<file path="src/pkg/flash_front_pkg.sv">
// Opcodes, status layout, timing and pin carriers of the serial flash command front end.
package flash_front_pkg;
	localparam logic [7:0] OP_WRITE_ENABLE = 8'h06;
	localparam logic [7:0] OP_WRITE_DISABLE = 8'h04;
	localparam logic [7:0] OP_VOLATILE_ENABLE = 8'h50;
	localparam logic [7:0] OP_STATUS_WRITE_LO = 8'h01;
	localparam logic [7:0] OP_STATUS_WRITE_MID = 8'h31;
	localparam logic [7:0] OP_STATUS_WRITE_HI = 8'h11;
	localparam logic [7:0] OP_STATUS_READ_LO = 8'h05;
	localparam logic [7:0] OP_STATUS_READ_MID = 8'h35;
	localparam logic [7:0] OP_STATUS_READ_HI = 8'h15;
	localparam logic [7:0] OP_READ = 8'h03;
	localparam logic [7:0] OP_FAST_READ = 8'h0b;
	localparam logic [7:0] OP_DUAL_OUT_READ = 8'h3b;
	localparam logic [7:0] OP_QUAD_OUT_READ = 8'h6b;
	localparam logic [7:0] OP_DUAL_IO_READ = 8'hbb;
	localparam logic [7:0] OP_QUAD_IO_READ = 8'heb;
	localparam logic [7:0] OP_BURST_SETUP = 8'h77;
	localparam logic [7:0] OP_REPEAT_RESET = 8'hff;
	// Last clock index of each phase, per lane width.
	localparam logic [5:0] CMD_LAST = 6'h07;
	localparam logic [5:0] ADDR_LAST_SINGLE = 6'h17;
	localparam logic [5:0] ADDR_LAST_DUAL = 6'h0b;
	localparam logic [5:0] ADDR_LAST_QUAD = 6'h05;
	localparam logic [5:0] MODE_LAST_DUAL = 6'h03;
	localparam logic [5:0] MODE_LAST_QUAD = 6'h01;
	localparam logic [5:0] DUMMY_LAST_SINGLE = 6'h07;
	localparam logic [5:0] DUMMY_LAST_QUAD = 6'h03;
	localparam logic [5:0] BURST_LAST = 6'h1f;
	localparam logic [5:0] DATA_BYTE_LAST = 6'h07;
	// Lane width codes.
	localparam logic [1:0] LANE_SINGLE = 2'h0;
	localparam logic [1:0] LANE_DUAL = 2'h1;
	localparam logic [1:0] LANE_QUAD = 2'h2;
	// Status word layout.
	localparam int BIT_CYCLE_ACTIVE = 0;
	localparam int BIT_WRITE_PERMIT = 1;
	localparam int BIT_LOCK_LOW = 7;
	localparam int BIT_LOCK_HIGH = 8;
	localparam int BIT_QUAD_PERMIT = 9;
	localparam logic [23:0] STATUS_WRITE_MASK = 24'h607ffc;
	localparam logic [23:0] STATUS_RESET = 24'h000000;
	localparam logic [1:0] REPEAT_ARM = 2'h2;
	localparam int WRAP_OFF_POS = 4;
	localparam int WRAP_SIZE_POS = 5;
	localparam logic WRAP_OFF_RESET = 1'b1;
	localparam logic [1:0] WRAP_SIZE_RESET = 2'h0;
	localparam logic [5:0] WRAP_BASE_BYTES = 6'h08;
	localparam int CORE_CLK_MHZ = 50;
	localparam int STATUS_WRITE_TIME_US_DEFAULT = 10;

	typedef struct packed {
		logic cs_n;
		logic sclk;
		logic wp_n;
		logic [3:0] io;
	} pin_in_t;

	typedef struct packed {
		logic [3:0] io_out;
		logic [3:0] io_oe;
	} pin_out_t;

	localparam pin_in_t PIN_IDLE = '{cs_n: 1'b1, sclk: 1'b0, wp_n: 1'b1, io: 4'h0};

	typedef enum logic [3:0] {
		ST_IDLE, ST_CMD, ST_ADDR, ST_MODE, ST_DUMMY, ST_DATA, ST_STAT_OUT,
		ST_WRITE, ST_WR_HELD, ST_BURST, ST_END, ST_IGNORE
	} link_state_t;
endpackage

</file>
<file path="src/rtl/flash_front.sv">
// Serial flash command front end: status write, volatile enable, burst setup and reads.
`timescale 1ns/1ps

module flash_front import flash_front_pkg::*; #(
	parameter int STATUS_WRITE_TIME_US = flash_front_pkg::STATUS_WRITE_TIME_US_DEFAULT
) (
	// Clock and reset
	input wire logic core_clk,
	input wire logic rst,
	// Serial pins
	input flash_front_pkg::pin_in_t pins_in,
	output flash_front_pkg::pin_out_t pins_out,
	// Array read port
	output logic [23:0] rd_addr,
	input wire logic [7:0] rd_data,
	input wire logic array_busy,
	// Status view
	output logic [23:0] status_word,
	output logic write_permit_latch,
	output logic cycle_active_flag,
	output logic quad_io_permit,
	output logic wrap_off_flag,
	output logic [1:0] wrap_size_code
);
	import flash_front_pkg::*;

	localparam logic [31:0] WRITE_CYCLES = 32'(STATUS_WRITE_TIME_US * CORE_CLK_MHZ);

	if (STATUS_WRITE_TIME_US < 1) begin : g_bad_time
		$error("status write time must be at least one microsecond");
	end

	// Pin synchroniser: a change is taken once the second and third stages agree.
	pin_in_t s1_q, s2_q, s3_q, filt_q, filt_d;
	assign filt_d = (s2_q & s3_q) | (filt_q & (s2_q | s3_q));

	always_ff @(posedge core_clk or posedge rst) begin
		if (rst) begin
			s1_q <= PIN_IDLE;
			s2_q <= PIN_IDLE;
			s3_q <= PIN_IDLE;
			filt_q <= PIN_IDLE;
		end else begin
			s1_q <= pins_in;
			s2_q <= s1_q;
			s3_q <= s2_q;
			filt_q <= filt_d;
		end
	end

	logic sclk_rise, sclk_fall, cs_rise;
	logic [3:0] io;
	assign sclk_rise = filt_d.sclk & ~filt_q.sclk;
	assign sclk_fall = ~filt_d.sclk & filt_q.sclk;
	assign cs_rise = filt_d.cs_n & ~filt_q.cs_n;
	assign io = filt_d.io;

	// Link state.
	link_state_t state_q, state_d;
	logic [5:0] cnt_q, cnt_d;
	logic [23:0] sh_q, sh_d;
	logic [7:0] op_q, op_d;
	logic [1:0] lanes_q, lanes_d;
	logic [23:0] rd_addr_q, rd_addr_d;
	logic [7:0] osh_q, osh_d;
	logic [2:0] opos_q, opos_d;
	pin_out_t out_q, out_d;
	logic pend_q, pend_d;
	logic [7:0] wr_byte_q, wr_byte_d;
	logic cont_dual_q, cont_dual_d, cont_quad_q, cont_quad_d;
	logic wrap_off_q, wrap_off_d;
	logic [1:0] wrap_size_q, wrap_size_d;

	// Status state.
	logic [23:0] status_q, status_d;
	logic wel_q, wel_d, vol_q, vol_d, active_q, active_d;
	logic [31:0] timer_q, timer_d;

	logic busy, hw_prot;
	logic [23:0] shifted, view, next_addr, wrap_mask;
	logic [7:0] opcode, stat_byte, src_byte, ob;
	logic [5:0] addr_last, mode_last;
	assign busy = active_q | array_busy;
	assign hw_prot = status_q[BIT_LOCK_HIGH] | (status_q[BIT_LOCK_LOW] & ~filt_q.wp_n);
	assign view = {status_q[23:2], wel_q, active_q};
	assign opcode = {sh_q[6:0], io[0]};
	assign addr_last = (lanes_q == LANE_QUAD) ? ADDR_LAST_QUAD :
		(lanes_q == LANE_DUAL) ? ADDR_LAST_DUAL : ADDR_LAST_SINGLE;
	assign mode_last = (lanes_q == LANE_QUAD) ? MODE_LAST_QUAD : MODE_LAST_DUAL;
	assign stat_byte = (op_q == OP_STATUS_READ_HI) ? view[23:16] :
		(op_q == OP_STATUS_READ_MID) ? view[15:8] : view[7:0];
	assign src_byte = (state_q == ST_STAT_OUT) ? stat_byte : rd_data;
	// Wrapping keeps the high address bits and rolls only inside the section.
	assign wrap_mask = {18'h0, 6'((WRAP_BASE_BYTES << wrap_size_q) - 6'h01)};
	always_comb begin
		next_addr = rd_addr_q + 24'h000001;
		if (op_q == OP_QUAD_IO_READ && !wrap_off_q) begin
			next_addr = (rd_addr_q & ~wrap_mask) | (next_addr & wrap_mask);
		end
	end

	always_comb begin
		state_d = state_q;
		cnt_d = cnt_q;
		sh_d = sh_q;
		op_d = op_q;
		lanes_d = lanes_q;
		rd_addr_d = rd_addr_q;
		osh_d = osh_q;
		opos_d = opos_q;
		out_d = out_q;
		pend_d = pend_q;
		wr_byte_d = wr_byte_q;
		cont_dual_d = cont_dual_q;
		cont_quad_d = cont_quad_q;
		wrap_off_d = wrap_off_q;
		wrap_size_d = wrap_size_q;
		ob = (opos_q == 3'h0) ? src_byte : osh_q;
		if (lanes_q == LANE_QUAD) begin
			shifted = {sh_q[19:0], io};
		end else if (lanes_q == LANE_DUAL) begin
			shifted = {sh_q[21:0], io[1:0]};
		end else begin
			shifted = {sh_q[22:0], io[0]};
		end
		if (filt_d.cs_n) begin
			state_d = ST_IDLE;
			out_d.io_oe = 4'h0;
		end else begin
			unique case (state_q)
				ST_IDLE: begin
					cnt_d = 6'h00;
					sh_d = 24'h000000;
					pend_d = 1'b0;
					opos_d = 3'h0;
					state_d = ST_CMD;
					lanes_d = LANE_SINGLE;
					if (cont_quad_q && !busy) begin
						op_d = OP_QUAD_IO_READ;
						lanes_d = LANE_QUAD;
						state_d = ST_ADDR;
					end else if (cont_dual_q && !busy) begin
						op_d = OP_DUAL_IO_READ;
						lanes_d = LANE_DUAL;
						state_d = ST_ADDR;
					end
				end
				ST_CMD: begin
					if (sclk_rise) begin
						sh_d = shifted;
						cnt_d = cnt_q + 6'h01;
						if (cnt_q == CMD_LAST) begin
							cnt_d = 6'h00;
							op_d = opcode;
							case (opcode)
								OP_WRITE_ENABLE, OP_WRITE_DISABLE, OP_VOLATILE_ENABLE: state_d = ST_END;
								OP_STATUS_WRITE_LO, OP_STATUS_WRITE_MID, OP_STATUS_WRITE_HI: state_d = ST_WRITE;
								OP_STATUS_READ_LO, OP_STATUS_READ_MID, OP_STATUS_READ_HI: begin
									state_d = ST_STAT_OUT;
								end
								OP_BURST_SETUP: state_d = ST_BURST;
								OP_READ, OP_FAST_READ, OP_DUAL_OUT_READ, OP_QUAD_OUT_READ: begin
									state_d = busy ? ST_IGNORE : ST_ADDR;
								end
								OP_DUAL_IO_READ: begin
									state_d = busy ? ST_IGNORE : ST_ADDR;
									lanes_d = LANE_DUAL;
								end
								OP_QUAD_IO_READ: begin
									state_d = (busy || !status_q[BIT_QUAD_PERMIT]) ? ST_IGNORE : ST_ADDR;
									lanes_d = LANE_QUAD;
								end
								OP_REPEAT_RESET: begin
									cont_dual_d = 1'b0;
									cont_quad_d = 1'b0;
									state_d = ST_IGNORE;
								end
								default: state_d = ST_IGNORE;
							endcase
						end
					end
				end
				ST_ADDR: begin
					if (sclk_rise) begin
						sh_d = shifted;
						cnt_d = cnt_q + 6'h01;
						if (cnt_q == addr_last) begin
							cnt_d = 6'h00;
							rd_addr_d = shifted;
							case (op_q)
								OP_READ: state_d = ST_DATA;
								OP_DUAL_IO_READ, OP_QUAD_IO_READ: state_d = ST_MODE;
								OP_DUAL_OUT_READ: begin
									state_d = ST_DUMMY;
									lanes_d = LANE_DUAL;
								end
								OP_QUAD_OUT_READ: begin
									state_d = ST_DUMMY;
									lanes_d = LANE_QUAD;
								end
								default: state_d = ST_DUMMY;
							endcase
						end
					end
				end
				ST_MODE: begin
					if (sclk_rise) begin
						sh_d = shifted;
						cnt_d = cnt_q + 6'h01;
						if (cnt_q == mode_last) begin
							cnt_d = 6'h00;
							if (op_q == OP_QUAD_IO_READ) begin
								cont_quad_d = (shifted[5:4] == REPEAT_ARM);
								state_d = ST_DUMMY;
							end else begin
								cont_dual_d = (shifted[5:4] == REPEAT_ARM);
								state_d = ST_DATA;
							end
						end
					end
				end
				ST_DUMMY: begin
					if (sclk_rise) begin
						cnt_d = cnt_q + 6'h01;
						if (cnt_q == ((op_q == OP_QUAD_IO_READ) ? DUMMY_LAST_QUAD : DUMMY_LAST_SINGLE)) begin
							cnt_d = 6'h00;
							state_d = ST_DATA;
						end
					end
				end
				ST_DATA, ST_STAT_OUT: begin
					if (sclk_fall) begin
						unique case (lanes_q)
							LANE_QUAD: begin
								out_d = '{io_out: ob[7:4], io_oe: 4'hf};
								osh_d = {ob[3:0], 4'h0};
								opos_d = (opos_q == 3'h0) ? 3'h1 : opos_q - 3'h1;
							end
							LANE_DUAL: begin
								out_d = '{io_out: {2'h0, ob[7:6]}, io_oe: 4'h3};
								osh_d = {ob[5:0], 2'h0};
								opos_d = (opos_q == 3'h0) ? 3'h3 : opos_q - 3'h1;
							end
							default: begin
								out_d = '{io_out: {2'h0, ob[7], 1'b0}, io_oe: 4'h2};
								osh_d = {ob[6:0], 1'b0};
								opos_d = (opos_q == 3'h0) ? 3'h7 : opos_q - 3'h1;
							end
						endcase
						if (opos_q == 3'h0 && state_q == ST_DATA) begin
							rd_addr_d = next_addr;
						end
					end
				end
				ST_WRITE: begin
					if (sclk_rise) begin
						sh_d = shifted;
						cnt_d = cnt_q + 6'h01;
						if (cnt_q == DATA_BYTE_LAST) begin
							wr_byte_d = shifted[7:0];
							pend_d = 1'b1;
							state_d = ST_WR_HELD;
						end
					end
				end
				ST_WR_HELD: begin
					if (sclk_rise) begin
						pend_d = 1'b0;
						state_d = ST_IGNORE;
					end
				end
				ST_BURST: begin
					if (sclk_rise) begin
						sh_d = shifted;
						cnt_d = cnt_q + 6'h01;
						if (cnt_q == BURST_LAST) begin
							wrap_off_d = shifted[WRAP_OFF_POS];
							wrap_size_d = shifted[WRAP_SIZE_POS +: 2];
							state_d = ST_END;
						end
					end
				end
				ST_END, ST_IGNORE: begin
				end
			endcase
		end
	end

	always_ff @(posedge core_clk or posedge rst) begin
		if (rst) begin
			state_q <= ST_IDLE;
			cnt_q <= 6'h00;
			sh_q <= 24'h000000;
			op_q <= 8'h00;
			lanes_q <= LANE_SINGLE;
			rd_addr_q <= 24'h000000;
			osh_q <= 8'h00;
			opos_q <= 3'h0;
			out_q <= '{io_out: 4'h0, io_oe: 4'h0};
			pend_q <= 1'b0;
			wr_byte_q <= 8'h00;
			cont_dual_q <= 1'b0;
			cont_quad_q <= 1'b0;
			wrap_off_q <= WRAP_OFF_RESET;
			wrap_size_q <= WRAP_SIZE_RESET;
		end else begin
			state_q <= state_d;
			cnt_q <= cnt_d;
			sh_q <= sh_d;
			op_q <= op_d;
			lanes_q <= lanes_d;
			rd_addr_q <= rd_addr_d;
			osh_q <= osh_d;
			opos_q <= opos_d;
			out_q <= out_d;
			pend_q <= pend_d;
			wr_byte_q <= wr_byte_d;
			cont_dual_q <= cont_dual_d;
			cont_quad_q <= cont_quad_d;
			wrap_off_q <= wrap_off_d;
			wrap_size_q <= wrap_size_d;
		end
	end

	// Status register, write permit latch and the self-timed write cycle.
	logic [23:0] sel_mask, merged;
	logic wr_ok;
	assign sel_mask = ((op_q == OP_STATUS_WRITE_HI) ? 24'hff0000 :
		(op_q == OP_STATUS_WRITE_MID) ? 24'h00ff00 : 24'h0000ff) & STATUS_WRITE_MASK;
	assign merged = (status_q & ~sel_mask) | ({3{wr_byte_q}} & sel_mask);
	assign wr_ok = cs_rise && state_q == ST_WR_HELD && pend_q && (wel_q || vol_q) && !busy && !hw_prot;

	always_comb begin
		status_d = status_q;
		wel_d = wel_q;
		vol_d = vol_q;
		active_d = active_q;
		timer_d = timer_q;
		if (active_q) begin
			timer_d = timer_q - 32'h00000001;
			if (timer_q == 32'h00000001) begin
				active_d = 1'b0;
				wel_d = 1'b0;
			end
		end
		if (cs_rise) begin
			vol_d = (state_q == ST_END && op_q == OP_VOLATILE_ENABLE);
			if (state_q == ST_END && !busy && op_q == OP_WRITE_ENABLE) begin
				wel_d = 1'b1;
			end
			if (state_q == ST_END && !busy && op_q == OP_WRITE_DISABLE) begin
				wel_d = 1'b0;
			end
			if (wr_ok) begin
				status_d = merged;
				// A volatile update takes effect at once and leaves the latch alone.
				if (!vol_q) begin
					active_d = 1'b1;
					timer_d = WRITE_CYCLES;
				end
			end
		end
	end

	always_ff @(posedge core_clk or posedge rst) begin
		if (rst) begin
			status_q <= STATUS_RESET;
			wel_q <= 1'b0;
			vol_q <= 1'b0;
			active_q <= 1'b0;
			timer_q <= 32'h00000000;
		end else begin
			status_q <= status_d;
			wel_q <= wel_d;
			vol_q <= vol_d;
			active_q <= active_d;
			timer_q <= timer_d;
		end
	end

	assign pins_out = out_q;
	assign rd_addr = rd_addr_q;
	assign status_word = view;
	assign write_permit_latch = wel_q;
	assign cycle_active_flag = active_q;
	assign quad_io_permit = status_q[BIT_QUAD_PERMIT];
	assign wrap_off_flag = wrap_off_q;
	assign wrap_size_code = wrap_size_q;
endmodule // flash_front

</file>
<file path="config.mk">
export PLATFORM = sky130hd
export DESIGN_NAME = flash_front
export DESIGN_NICKNAME = d
export VERILOG_FILES = /design/src/pkg/flash_front_pkg.sv /design/src/rtl/flash_front.sv
export SDC_FILE = /design/constraint.sdc
export NUM_CORES = 1
export LEC_CHECK = 0
export BUFFER_PORTS_ARGS = -buffer_cell sky130_fd_sc_hd__buf_2
export CORE_ASPECT_RATIO = 1.2
export CORE_MARGIN = 8
export CORE_UTILIZATION = 45
export CTS_BUF_LIST = sky130_fd_sc_hd__clkbuf_4 sky130_fd_sc_hd__clkbuf_8
export DETAILED_ROUTE_END_ITERATION = 8
export PLACE_DENSITY = 0.64
export SYNTH_ARGS = -nofsm -noshare
export SYNTH_HDL_FRONTEND = slang
export SYNTH_SLANG_ARGS = --single-unit
export TNS_END_PERCENT = 100
</file>
<file path="constraint.sdc">
create_clock -name core_clk -period 8.47 [get_ports core_clk]
set_input_delay 1.694 -clock core_clk [delete_from_list [all_inputs] [get_ports core_clk]]
set_output_delay 1.694 -clock core_clk [all_outputs]
set_load 0.05 [all_outputs]
</file>
; Yosys cells after proc, flatten, opt, wreduce, memory -nomap -nowiden
; Cells that the tools add are included.
[totals]
reg_bits = 187
in_bits = 18
output_inout_bits = 62
wordCells = 308
[classes]
add_sub_neg = 5
shift = 1
n_reduce_logical = 55
n_eq_ne = 81
mux = 106
n_bitwise = 23
[ops]
columns = cell, n
row1 = two-way mux 24 bit, 7
row2 = two-way mux 32 bit, 4
row3 = two-way mux 4 bit, 19
row4 = two-way mux 8 bit, 8
row5 = two-way mux 6 bit, 9
row6 = AND 24 bit, 2
row7 = "equality test 8 x 6 -> 1 bit, second input constant", 6
row8 = OR 24 bit, 2
row9 = one-hot mux 24 bit (2 select lines), 1
row10 = one-hot mux 8 bit (2 select lines), 3
row11 = two-way mux 23 bit, 2
row12 = one-hot mux 23 bit (2 select lines), 1
row13 = "inequality test 3 bit, second input constant", 15
row14 = "equality test 8 x 3 -> 1 bit, second input constant", 5
row15 = "equality test 8 x 7 -> 1 bit, second input constant", 5
row16 = "equality test 8 bit, second input constant", 5
row17 = one-hot mux 6 bit (6 select lines), 1
row18 = "equality test 32 x 1 -> 1 bit, second input constant", 1
row19 = "equality test 8 x 5 -> 1 bit, second input constant", 4
row20 = one-hot mux 4 bit (8 select lines), 1
row21 = "subtractor 32 x 1 -> 32 bit, second input constant", 1
row22 = "inequality test 2 bit, second input constant", 14
row23 = "adder 24 x 1 -> 24 bit, second input constant", 1
row24 = AND 24 x 23 -> 24 bit, 1
row25 = other kinds (59), 153

; Logic depth before layout (Yosys ltp)
; Gate-level depths: netlist (run 1).
[depth]
ltp_word = 11
depth_mapped = 10
ltp_nobuf = 9

; Worst setup path before layout (run 1)
; Ideal clock, no wire load.
[synth_timing]
path_type = in2reg
start = input port array_busy
end = register with a tool-made name
path_stages = 6
slack_ps = 5274
path_buffers = 1
setup_ps = 125
arrival_ps = 3071
t_required_ps = 8345
cell_sequence = nor2_1 -> o2111ai_1 -> nor3_1 -> nor2b_1 -> buf_2 -> mux2_2
[synth_lines]
columns = item, line_no
row1 = start: declaration, flash_front.sv:16  ; input wire logic array_busy,

==> impl_metrics.ini, run 1 <==
[timing]
period_needed_ns = 3.53
clock.fmax_mhz = 283
rsz0062_at_grt = no
period_share_pct = 41.6
final_hold_viol_count = 0
tightest_slew_ns = 0.924
slew_headroom_pct = 37.9
setup_viol = 0
tns_ns = 0
finClkSkew_ns = 0.0238
drv_slew = 0
finalWorstSetupSlack_ns = 4.94

[yosys]
synth_cell_types = 75
yosysSeqAreaShare_pct = 46.5
post_synth.cell_area_avg_um2 = 9.18
synth_fa_ha_area_share_pct = 1.69
synth_top_family_by_area = simple AND/OR/NAND/NOR gates
yosys.area_share.simple_pct = 21.0
ys_seq_elements = 176
ys_warn_count = 0
netlist_instances = 1034
async_flop_share_pct = 100
synth_area_mm2 = 0.00949
synthXorXnorAreaFrac_pct = 3.23
synth_mux_area_share_pct = 5.55
synthFlopType = dfrtp_1
synth_edf_count = 0
synth_compound_area_share_pct = 17.5

[setup_path]
critPathKind = primary input to flip-flop
setup.worst_path.end_class = flip-flop
crit_family = simple AND/OR/NAND/NOR gates
r2r_end = pins_out[4]$_DFFE_PP0P_
path_buf_inv = 1
r2r_cells = 8
r2r_slack_ns = 5.23
cp_slowest_stage_delay_ns = 0.54
path_cells = buf_2, nor2_1, o2111ai_1, nor3_1, nor2b_1, mux2_2
startpoint_type = primary input
cp_max_fo = 6
timing.rr.start = state_q[0]$_DFFE_PP0P_
arrival_ns = 3.88
cp.required_ns = 8.82
slowest_stage = nor3_1

[detailed_routing]
avgRoutedWirePerCell_um = 18.5
vias_per_cell = 5.80
vias = 7863
drtIter0Drc = 534
dr.pass1.iters = 7
drt_wl_total_mm = 25.0
drc = 0
antenna_left = 0

[flow_run]
drv_cap = 0

[clocking]
cts_setup_buffers = 0
clock_latency_ns = 0.47
path_clk_slew_ns = 0.10
clock_sinks = 176
root_buffer = clkbuf_8
htree_num_levels = 4
cts_buffer_depth = 2
cts_tree = built
cts-resized-gates = 0
numCtsBuffers = 17
ctsHoldBuffers = 0

[die]
fp-row-count = 58
die_w_um = 149
io_pins = 80
start_util_pct = 45.6
die-height_um = 175
die_area_mm2 = 0.0260
coreArea_mm2 = 0.0208

[hold_path]
hp-class = flip-flop to flip-flop
min_to = s2_q[5]$_DFF_PP0_
hp-start = s1_q[5]$_DFF_PP0_
worstHoldPathCells = 0

[final_layout]
area_growth_pct = 9.27
final_cell_mix = 167 x dfrtp_1, 124 x nand2_1, 109 x nor2_1
layout-drive-gt1-share_pct = 14.9
fin_nets = 1098
final_common_cell = dfrtp_1
antenna_cells = 0

[placement]
dp_slack_ns = 4.45
placement.io_buffers = 72
dp_hpwl_mm = 17.9
gp_congestion = 0.925

[global_routing]
overflow = 0
grt_usage_pct = 19.4
grt_pass1_wl_mm = 41.1
grt_max_degree = 65
antenna_found_initial = 0
grt_pass1_vias = 7740

[power_and_ir_drop]
cellPowerDensity_mw_per_mm2 = 224
max-vdd-ir-drop_uv = 110
p_leak_nw = 4.30

[run_status]
status = finished, final reports clean
## Yosys cell counts, types with 11 or more instances
library cell	count	area, um^2
o21ai_1	11	55.1
a22o_1	12	105
nand2_1	124	465
nand2b_1	11	68.8
xnor2_1	25	219
buf_4	11	82.6
nor3_1	31	155
nand3_1	34	170
nor4_1	17	106
nor2_1	109	409
dfrtp_1	167	4180
clkbuf_1	42	158
a31oi_1	11	68.8
inv_1	24	90.1
mux2i_1	29	290
mux2_2	21	236
o21ai_0	58	290
a21oi_1	65	325
o31ai_1	26	195
## layout make-up
cell class	instances	area, um^2
clock buffers	19	249
clock inverters	13	144
fillers	1986	10500
inverters	25	98.8
multi-input cells	770	4690
flip-flops and latches	176	4420
well taps	270	338
repair buffers	82	435
## kinds of logic (layout without fill, tap and decap cells)
logic type / count (synthesis) / in the layout
buffers and inverters: 94 / 139
adder cells (fa/ha/maj): 14 / 14
multiplexers: 50 / 50
XOR/XNOR: 35 / 35
flip-flops: 176 / 176
AO/OA/AOI/OAI: 255 / 255
AND/OR/NAND/NOR: 409 / 409
other: 1 / 7
## worst register-to-register path, stage by stage (launching register included)
cell      delay [ns]
dfrtp_1         0.76
nand2b_1        0.31
a21oi_2         0.20
buf_4           0.35
and2_1          0.35
nand2_1         0.37
nor3b_2         0.59
a22oi_1         0.17
nand2_1         0.10
## where the power goes
group          internal, W  leakage [nW]  switching [W]
logic             0.000231          1.93       0.000516
clock network     0.000253         0.206       0.000336
registers         0.000895          2.17      0.0000948
total              0.00138          4.30       0.000947
## stage by stage
step / instance area [um^2] / hold WS (ns) / power [W] / cells / util (%)
final: 10400 / 0.343 / 0.00233 / 1355 / 49.8
after floorplan: 9510 / 0.331 / 0.00155 / 1040 / -
after detailed placement: 9980 / 0.336 / 0.00174 / 1323 / 47.9
after global placement: 9980 / 0.333 / 0.00174 / 1323 / 47.9
after CTS: 10400 / 0.350 / 0.00234 / 1355 / 49.8
after global routing: 10400 / 0.357 / 0.00246 / 1355 / 49.8
## worst max path at each step
| stage | from | endpoint | depth (start not counted) |
|---|---|---|---|
| floorplan | rst | async pin | 1 |
| global placement | array_busy | flip-flop | 6 |
| detailed placement | array_busy | flip-flop | 6 |
| CTS | array_busy | flip-flop | 6 |
| global route | array_busy | flip-flop | 6 |
| finish | array_busy | flip-flop | 6 |
## per-layer routing
layer  global-route usage [%]  vias up  wire [um]  part of all wire [%]
met1                     24.6     3845      10800                    43
met4                     6.68        0        482                   1.9
li1                         -     3782          -                     -
met2                     33.0      201      12800                    51
met3                     2.90       35        981                   3.9
met5                        0        -          0                     0
(Power assumes the default switching activity.)
==> run 2: changes to the inputs <==
clock period = 3.56 ns   (was 8.47 ns; I/O delays follow)
==> impl_metrics.ini, run 2 (synthesis gave the netlist of run 1 again) <==
[die]
start_util_pct = 45.6
die_area_mm2 = 0.0260
die-height_um = 175
die_w_um = 149
io_pins = 80
coreArea_mm2 = 0.0208
fp-row-count = 58

[global_routing]
grt_pass1_vias = 7861
grt_usage_pct = 19.6
overflow = 0
grt_max_degree = 50
antenna_found_initial = 0
grt_pass1_wl_mm = 41.6

[setup_path]
timing.rr.start = state_q[2]$_DFFE_PP0P_
r2r_slack_ns = 0.67
cp-startpoint = state_q[2]$_DFFE_PP0P_
critPathKind = flip-flop to flip-flop
r2r_cells = 5
cp_max_fo = 16
crit_family = simple AND/OR/NAND/NOR gates
path_buf_inv = 0
cp.required_ns = 3.91
cp_slowest_stage_delay_ns = 0.59
setup.worst_path.end_class = flip-flop
slowest_stage = nor3_1
critical_path_depth = 5
arrival_ns = 3.24
startpoint_type = flip-flop
path_cells = nand2b_1, or3_1, nor3_1, nor2b_1, mux2_2

[detailed_routing]
antenna_left = 0
drtIter0Drc = 576
drt_wl_total_mm = 25.0
vias = 7893
dr.pass1.iters = 6
drc = 0
vias_per_cell = 5.77
avgRoutedWirePerCell_um = 18.3

[hold_path]
hp-class = primary input to flip-flop

[clocking]
numCtsBuffers = 17
clock_latency_ns = 0.47
cts-resized-gates = 0
cts_setup_buffers = 0
ctsHoldBuffers = 0
cts_tree = built
clock_sinks = 176
htree_num_levels = 4
cts_buffer_depth = 2
root_buffer = clkbuf_8
path_clk_slew_ns = 0.10

[timing]
drv_slew = 0
setup_viol = 0
slew_headroom_pct = 45.2
tightest_slew_ns = 0.821
finClkSkew_ns = 0.0226
tns_ns = 0
hold_ws_ns = 0.331
period_needed_ns = 2.89
rsz0062_at_grt = no
final_hold_viol_count = 0
period_share_pct = 81.2
clock.fmax_mhz = 346

[power_and_ir_drop]
clkPwrFrac_pct = 25.6
switchingPower_w = 0.00224
p_int_w = 0.00339
cellPowerDensity_mw_per_mm2 = 535
power_frac_comb_pct = 32.6
p_sw_share_pct = 39.8
max-vdd-ir-drop_uv = 342
p_leak_nw = 4.36
pwr-share-seq_pct = 41.8

[placement]
placed_cell_area_mm2 = 0.0101
placed_cells = 1336
placement.io_buffers = 72
gp_congestion = 0.943
dp_hpwl_mm = 18.0

[final_layout]
fin_nets = 1111
final_common_cell = dfrtp_1
antenna_cells = 0
layout-drive-gt1-share_pct = 16.0
final_core_util_pct = 50.4
area_growth_pct = 10.7
finalNonFillerCells = 1367
final_area_mm2 = 0.0105
final_cell_mix = 167 x dfrtp_1, 124 x nand2_1, 108 x nor2_1

[run_status]
status = finished, final reports clean

[flow_run]
drv_cap = 0
## run 2: cell count changes in the layout (fill, tap and decap cells not counted)
cell,before,now
buf_4,10,21
inv_8,5,1
buf_12,0,2
clkinvlp_4,0,2
bufinv_16,1,2
clkbuf_4,2,1
clkbuf_8,17,18
clkinv_4,3,2
inv_6,4,5
nor2_1,109,108
nor2_2,1,2
## run 2: area by class of cell
cell class	instances	area [um^2]
clock buffer	19	255
clock inverter	12	145
fill	1956	10300
inverter	25	97.6
multi-input combinational	770	4690
sequential	176	4420
tap	270	338
timing repair buffer	95	558
## run 2: stage by stage
stage	setup WS [ns]	total power, W
detailed placement	0.468	0.00419
global route	0.497	0.00594
floorplan	0.603	0.00369
finish	0.670	0.00562
global placement	0.607	0.00418
CTS	0.663	0.00563
## run 2: how the worst min path moves through the flow
stage / start / end / slack [ns] / cells after the start
floorplan: s1_q[0]$_DFF_PP0_ / s2_q[0]$_DFF_PP0_ / 0.33 / 0
global placement: s1_q[3]$_DFF_PP0_ / s2_q[3]$_DFF_PP0_ / 0.34 / 0
detailed placement: s1_q[3]$_DFF_PP0_ / s2_q[3]$_DFF_PP0_ / 0.34 / 0
CTS: pins_in[4] / s1_q[4]$_DFF_PP1_ / 0.31 / 1
global route: pins_in[4] / s1_q[4]$_DFF_PP1_ / 0.31 / 1
finish: pins_in[4] / s1_q[4]$_DFF_PP1_ / 0.33 / 1
## run 2: power groups by stage
stage          sequential [W]  clock [W]  combinational [W]
2_1_floorplan         0.00237          0            0.00132
3_3_place_gp          0.00238          0            0.00181
3_5_place_dp          0.00238          0            0.00181
4_1_cts               0.00234    0.00147            0.00182
5_1_grt               0.00237    0.00157            0.00200
6_report              0.00235    0.00144            0.00183
## run 2: layer usage
layer | routed length [um] | GRT usage [%]
met4 | 663 | 7.54
met5 | 0 | 0
met2 | 12100 | 32.1
met3 | 1120 | 3.34
met1 | 11200 | 25.3
## run 2: worst register-to-register path: cells and delay by family (launching register included)
family           cells  cell delay, ns
and+or+nand+nor      4            1.84
DFF                  1            0.53
muxes                1            0.40
==> run 3: changes to the inputs <==
ABC_AREA = 1   (was not set)
clock period = 2.7 ns   (was 3.56 ns; I/O delays follow)
==> impl_metrics.ini, run 3 <==
[detailed_routing]
drtIter0Drc = 730
vias_per_cell = 5.29
avgRoutedWirePerCell_um = 15.7
drc = 0
drt_wl_total_mm = 28.5
dr.pass1.iters = 5
vias = 9621
antenna_left = 0

[power_and_ir_drop]
clkPwrFrac_pct = 19.7
p_int_w = 0.00507
pwr-share-seq_pct = 36.9
p_sw_share_pct = 47.5
power_frac_comb_pct = 43.4
p_leak_nw = 5.55
max-vdd-ir-drop_uv = 432
cellPowerDensity_mw_per_mm2 = 848
switchingPower_w = 0.00460
p_total_w = 0.00967

[yosys]
post_synth.cell_area_avg_um2 = 7.10
netlist_instances = 1454
synth_area_mm2 = 0.0103
ys_seq_elements = 176
synth_most_common_cell = nand2_1
ys_warn_count = 0
yosys.area.top_type = dfrtp_1
async_flop_share_pct = 100
synthFlopType = dfrtp_1
synth_cell_types = 53
ys_top_cells_by_count = 396 x nand2_1, 184 x inv_1, 167 x dfrtp_1
synth_top_area_share_pct = 40.5
ys_top_cells_by_area = dfrtp_1 40%, nand2_1 14%, inv_1 6.7%, o21ai_0 6.6%, nor2_1 5.6%
synth_edf_count = 0
yosysSeqAreaShare_pct = 42.7

[timing]
period_needed_ns = 2.37
tightest_slew_ns = 0.681
period_share_pct = 87.9
finClkSkew_ns = 0.0250
final_hold_viol_count = 0
hold_ws_ns = 0.150
clock.fmax_mhz = 421
finalWorstSetupSlack_ns = 0.327
rsz0062_at_grt = no
setup_viol = 0
drv_slew = 0
slew_headroom_pct = 54.3

[setup_path]
r2r_slack_ns = 0.33
setup.worst_path.end_class = flip-flop
cp.required_ns = 3.09
arrival_ns = 2.76
critPathKind = flip-flop to flip-flop
startpoint_type = flip-flop
cp_max_fo = 25

[clocking]
cts-resized-gates = 0
root_buffer = clkbuf_8
numCtsBuffers = 17
clock_latency_ns = 0.48
htree_num_levels = 4
cts_buffer_depth = 2
cts_tree = built
path_clk_slew_ns = 0.11
clock_sinks = 176

[placement]
placed_cell_area_mm2 = 0.0110
dp_hpwl_mm = 21.6
placement.io_buffers = 72
gp_congestion = 0.932
dp_slack_ns = 0.347

[die]
io_pins = 80
start_util_pct = 45.9
fp-row-count = 60
die_area_mm2 = 0.0281
coreArea_mm2 = 0.0225
die-height_um = 182
die_w_um = 154

[run_status]
status = finished, final reports clean

[final_layout]
final_cell_mix = 396 x nand2_1, 183 x inv_1, 167 x dfrtp_1
nFillCells = 2294
final_area_mm2 = 0.0114
layout-drive-gt1-share_pct = 11.8
final_common_cell = nand2_1
fin_nets = 1551
final_core_util_pct = 50.6
antenna_cells = 0
area_growth_pct = 10.4

[flow_run]
drv_cap = 0

[global_routing]
grt_pass1_wl_mm = 47.6
antenna_found_initial = 0
grt_usage_pct = 20.8
grt_pass1_vias = 9292
grt_max_degree = 82
overflow = 0

[hold_path]
hp-class = primary input to flip-flop
## run 3: cell count changes after synthesis, moves of 20 or more
cell,previous run,this run
o31ai_1,26,0
mux2_2,21,1
mux2i_1,29,0
o21ai_0,58,137
nor2_1,109,154
nand3_1,34,108
nand4_1,8,29
inv_1,24,184
nand2_1,124,396
xnor2_1,25,2
clkbuf_1,42,16
## run 3: final timing paths
kind	start	end	cells after the start
worst max-delay path	lanes_q[0]$_DFFE_PP0P_	rd_addr[7]$_DFFE_PP0P_	10
max in group asynchronous	rst	wrap_off_flag$_DFFE_PP1P_	4
worst max register to register	lanes_q[0]$_DFFE_PP0P_	rd_addr[7]$_DFFE_PP0P_	10
min in group asynchronous	rst	osh_q[2]$_DFFE_PP0P_	3
worst min register to register	s1_q[3]$_DFF_PP0_	s2_q[3]$_DFF_PP0_	0
worst min-delay path	pins_in[6]	s1_q[6]$_DFF_PP1_	1
## run 3: logic make-up after synthesis
group / Yosys count / share of synthesized area, %
buf+inv: 243 / 9.69
compound gates: 247 / 12.9
mux: 1 / 0.109
fa+ha+maj: 10 / 1.16
flops: 176 / 42.7
other cells: 1 / 0.0363
simple gates: 755 / 31.6
xor+xnor: 21 / 1.78
## run 3: cell type report
cell class	instances	area, um^2	share of cell area [%]
clock buffers	20	269	2.36
clock inverters	12	141	1.24
inverters	199	756	6.63
multi-input cells	1041	4940	43.3
flip-flops and latches	176	4420	38.7
well taps	279	349	3.06
repair buffers	90	536	4.70
## run 3: metrics by stage
step / setup TNS, ns / std cells
after floorplan: -14.24 / 1460
after global placement: 0 / 1784
after detailed placement: 0 / 1784
after CTS: 0 / 1817
after global routing: 0 / 1817
final: 0 / 1817
## run 3: per-layer routing
layer | global-route usage (%) | share of wire [%]
met5 | 0 | 0
met1 | 27.2 | 45
met3 | 3.59 | 5.3
met2 | 34.0 | 47
met4 | 7.46 | 2.4
## run 3: critical path, stage by stage, from the launching register on
cell and delay, ns:
dfrtp_1 0.39, inv_1 0.05, ha_1 0.56, o21ai_0 0.17, nor2_1 0.12, nor2_1 0.08, nor2_2 0.20, inv_2 0.07
nor2_4 0.48, nand2_1 0.10, o21ai_1 0.10
## run 3: power by group through the flow
stage          sequential [W]  combinational [W]  clock, W
2_1_floorplan         0.00393            0.00263         0
3_3_place_gp          0.00359            0.00414         0
3_5_place_dp          0.00359            0.00415         0
4_1_cts               0.00355            0.00416   0.00196
5_1_grt               0.00362            0.00470   0.00205
6_report              0.00356            0.00420   0.00191
## run 3: repair_timing
| item | in CTS | in global routing |
|---|---|---|
| endpoints found under the setup margin | 0 | 0 |
| hold buffers | 1 | 0 |
| endpoints found under the hold margin | 5 | 0 |
| buffers inserted | 0 | 0 |
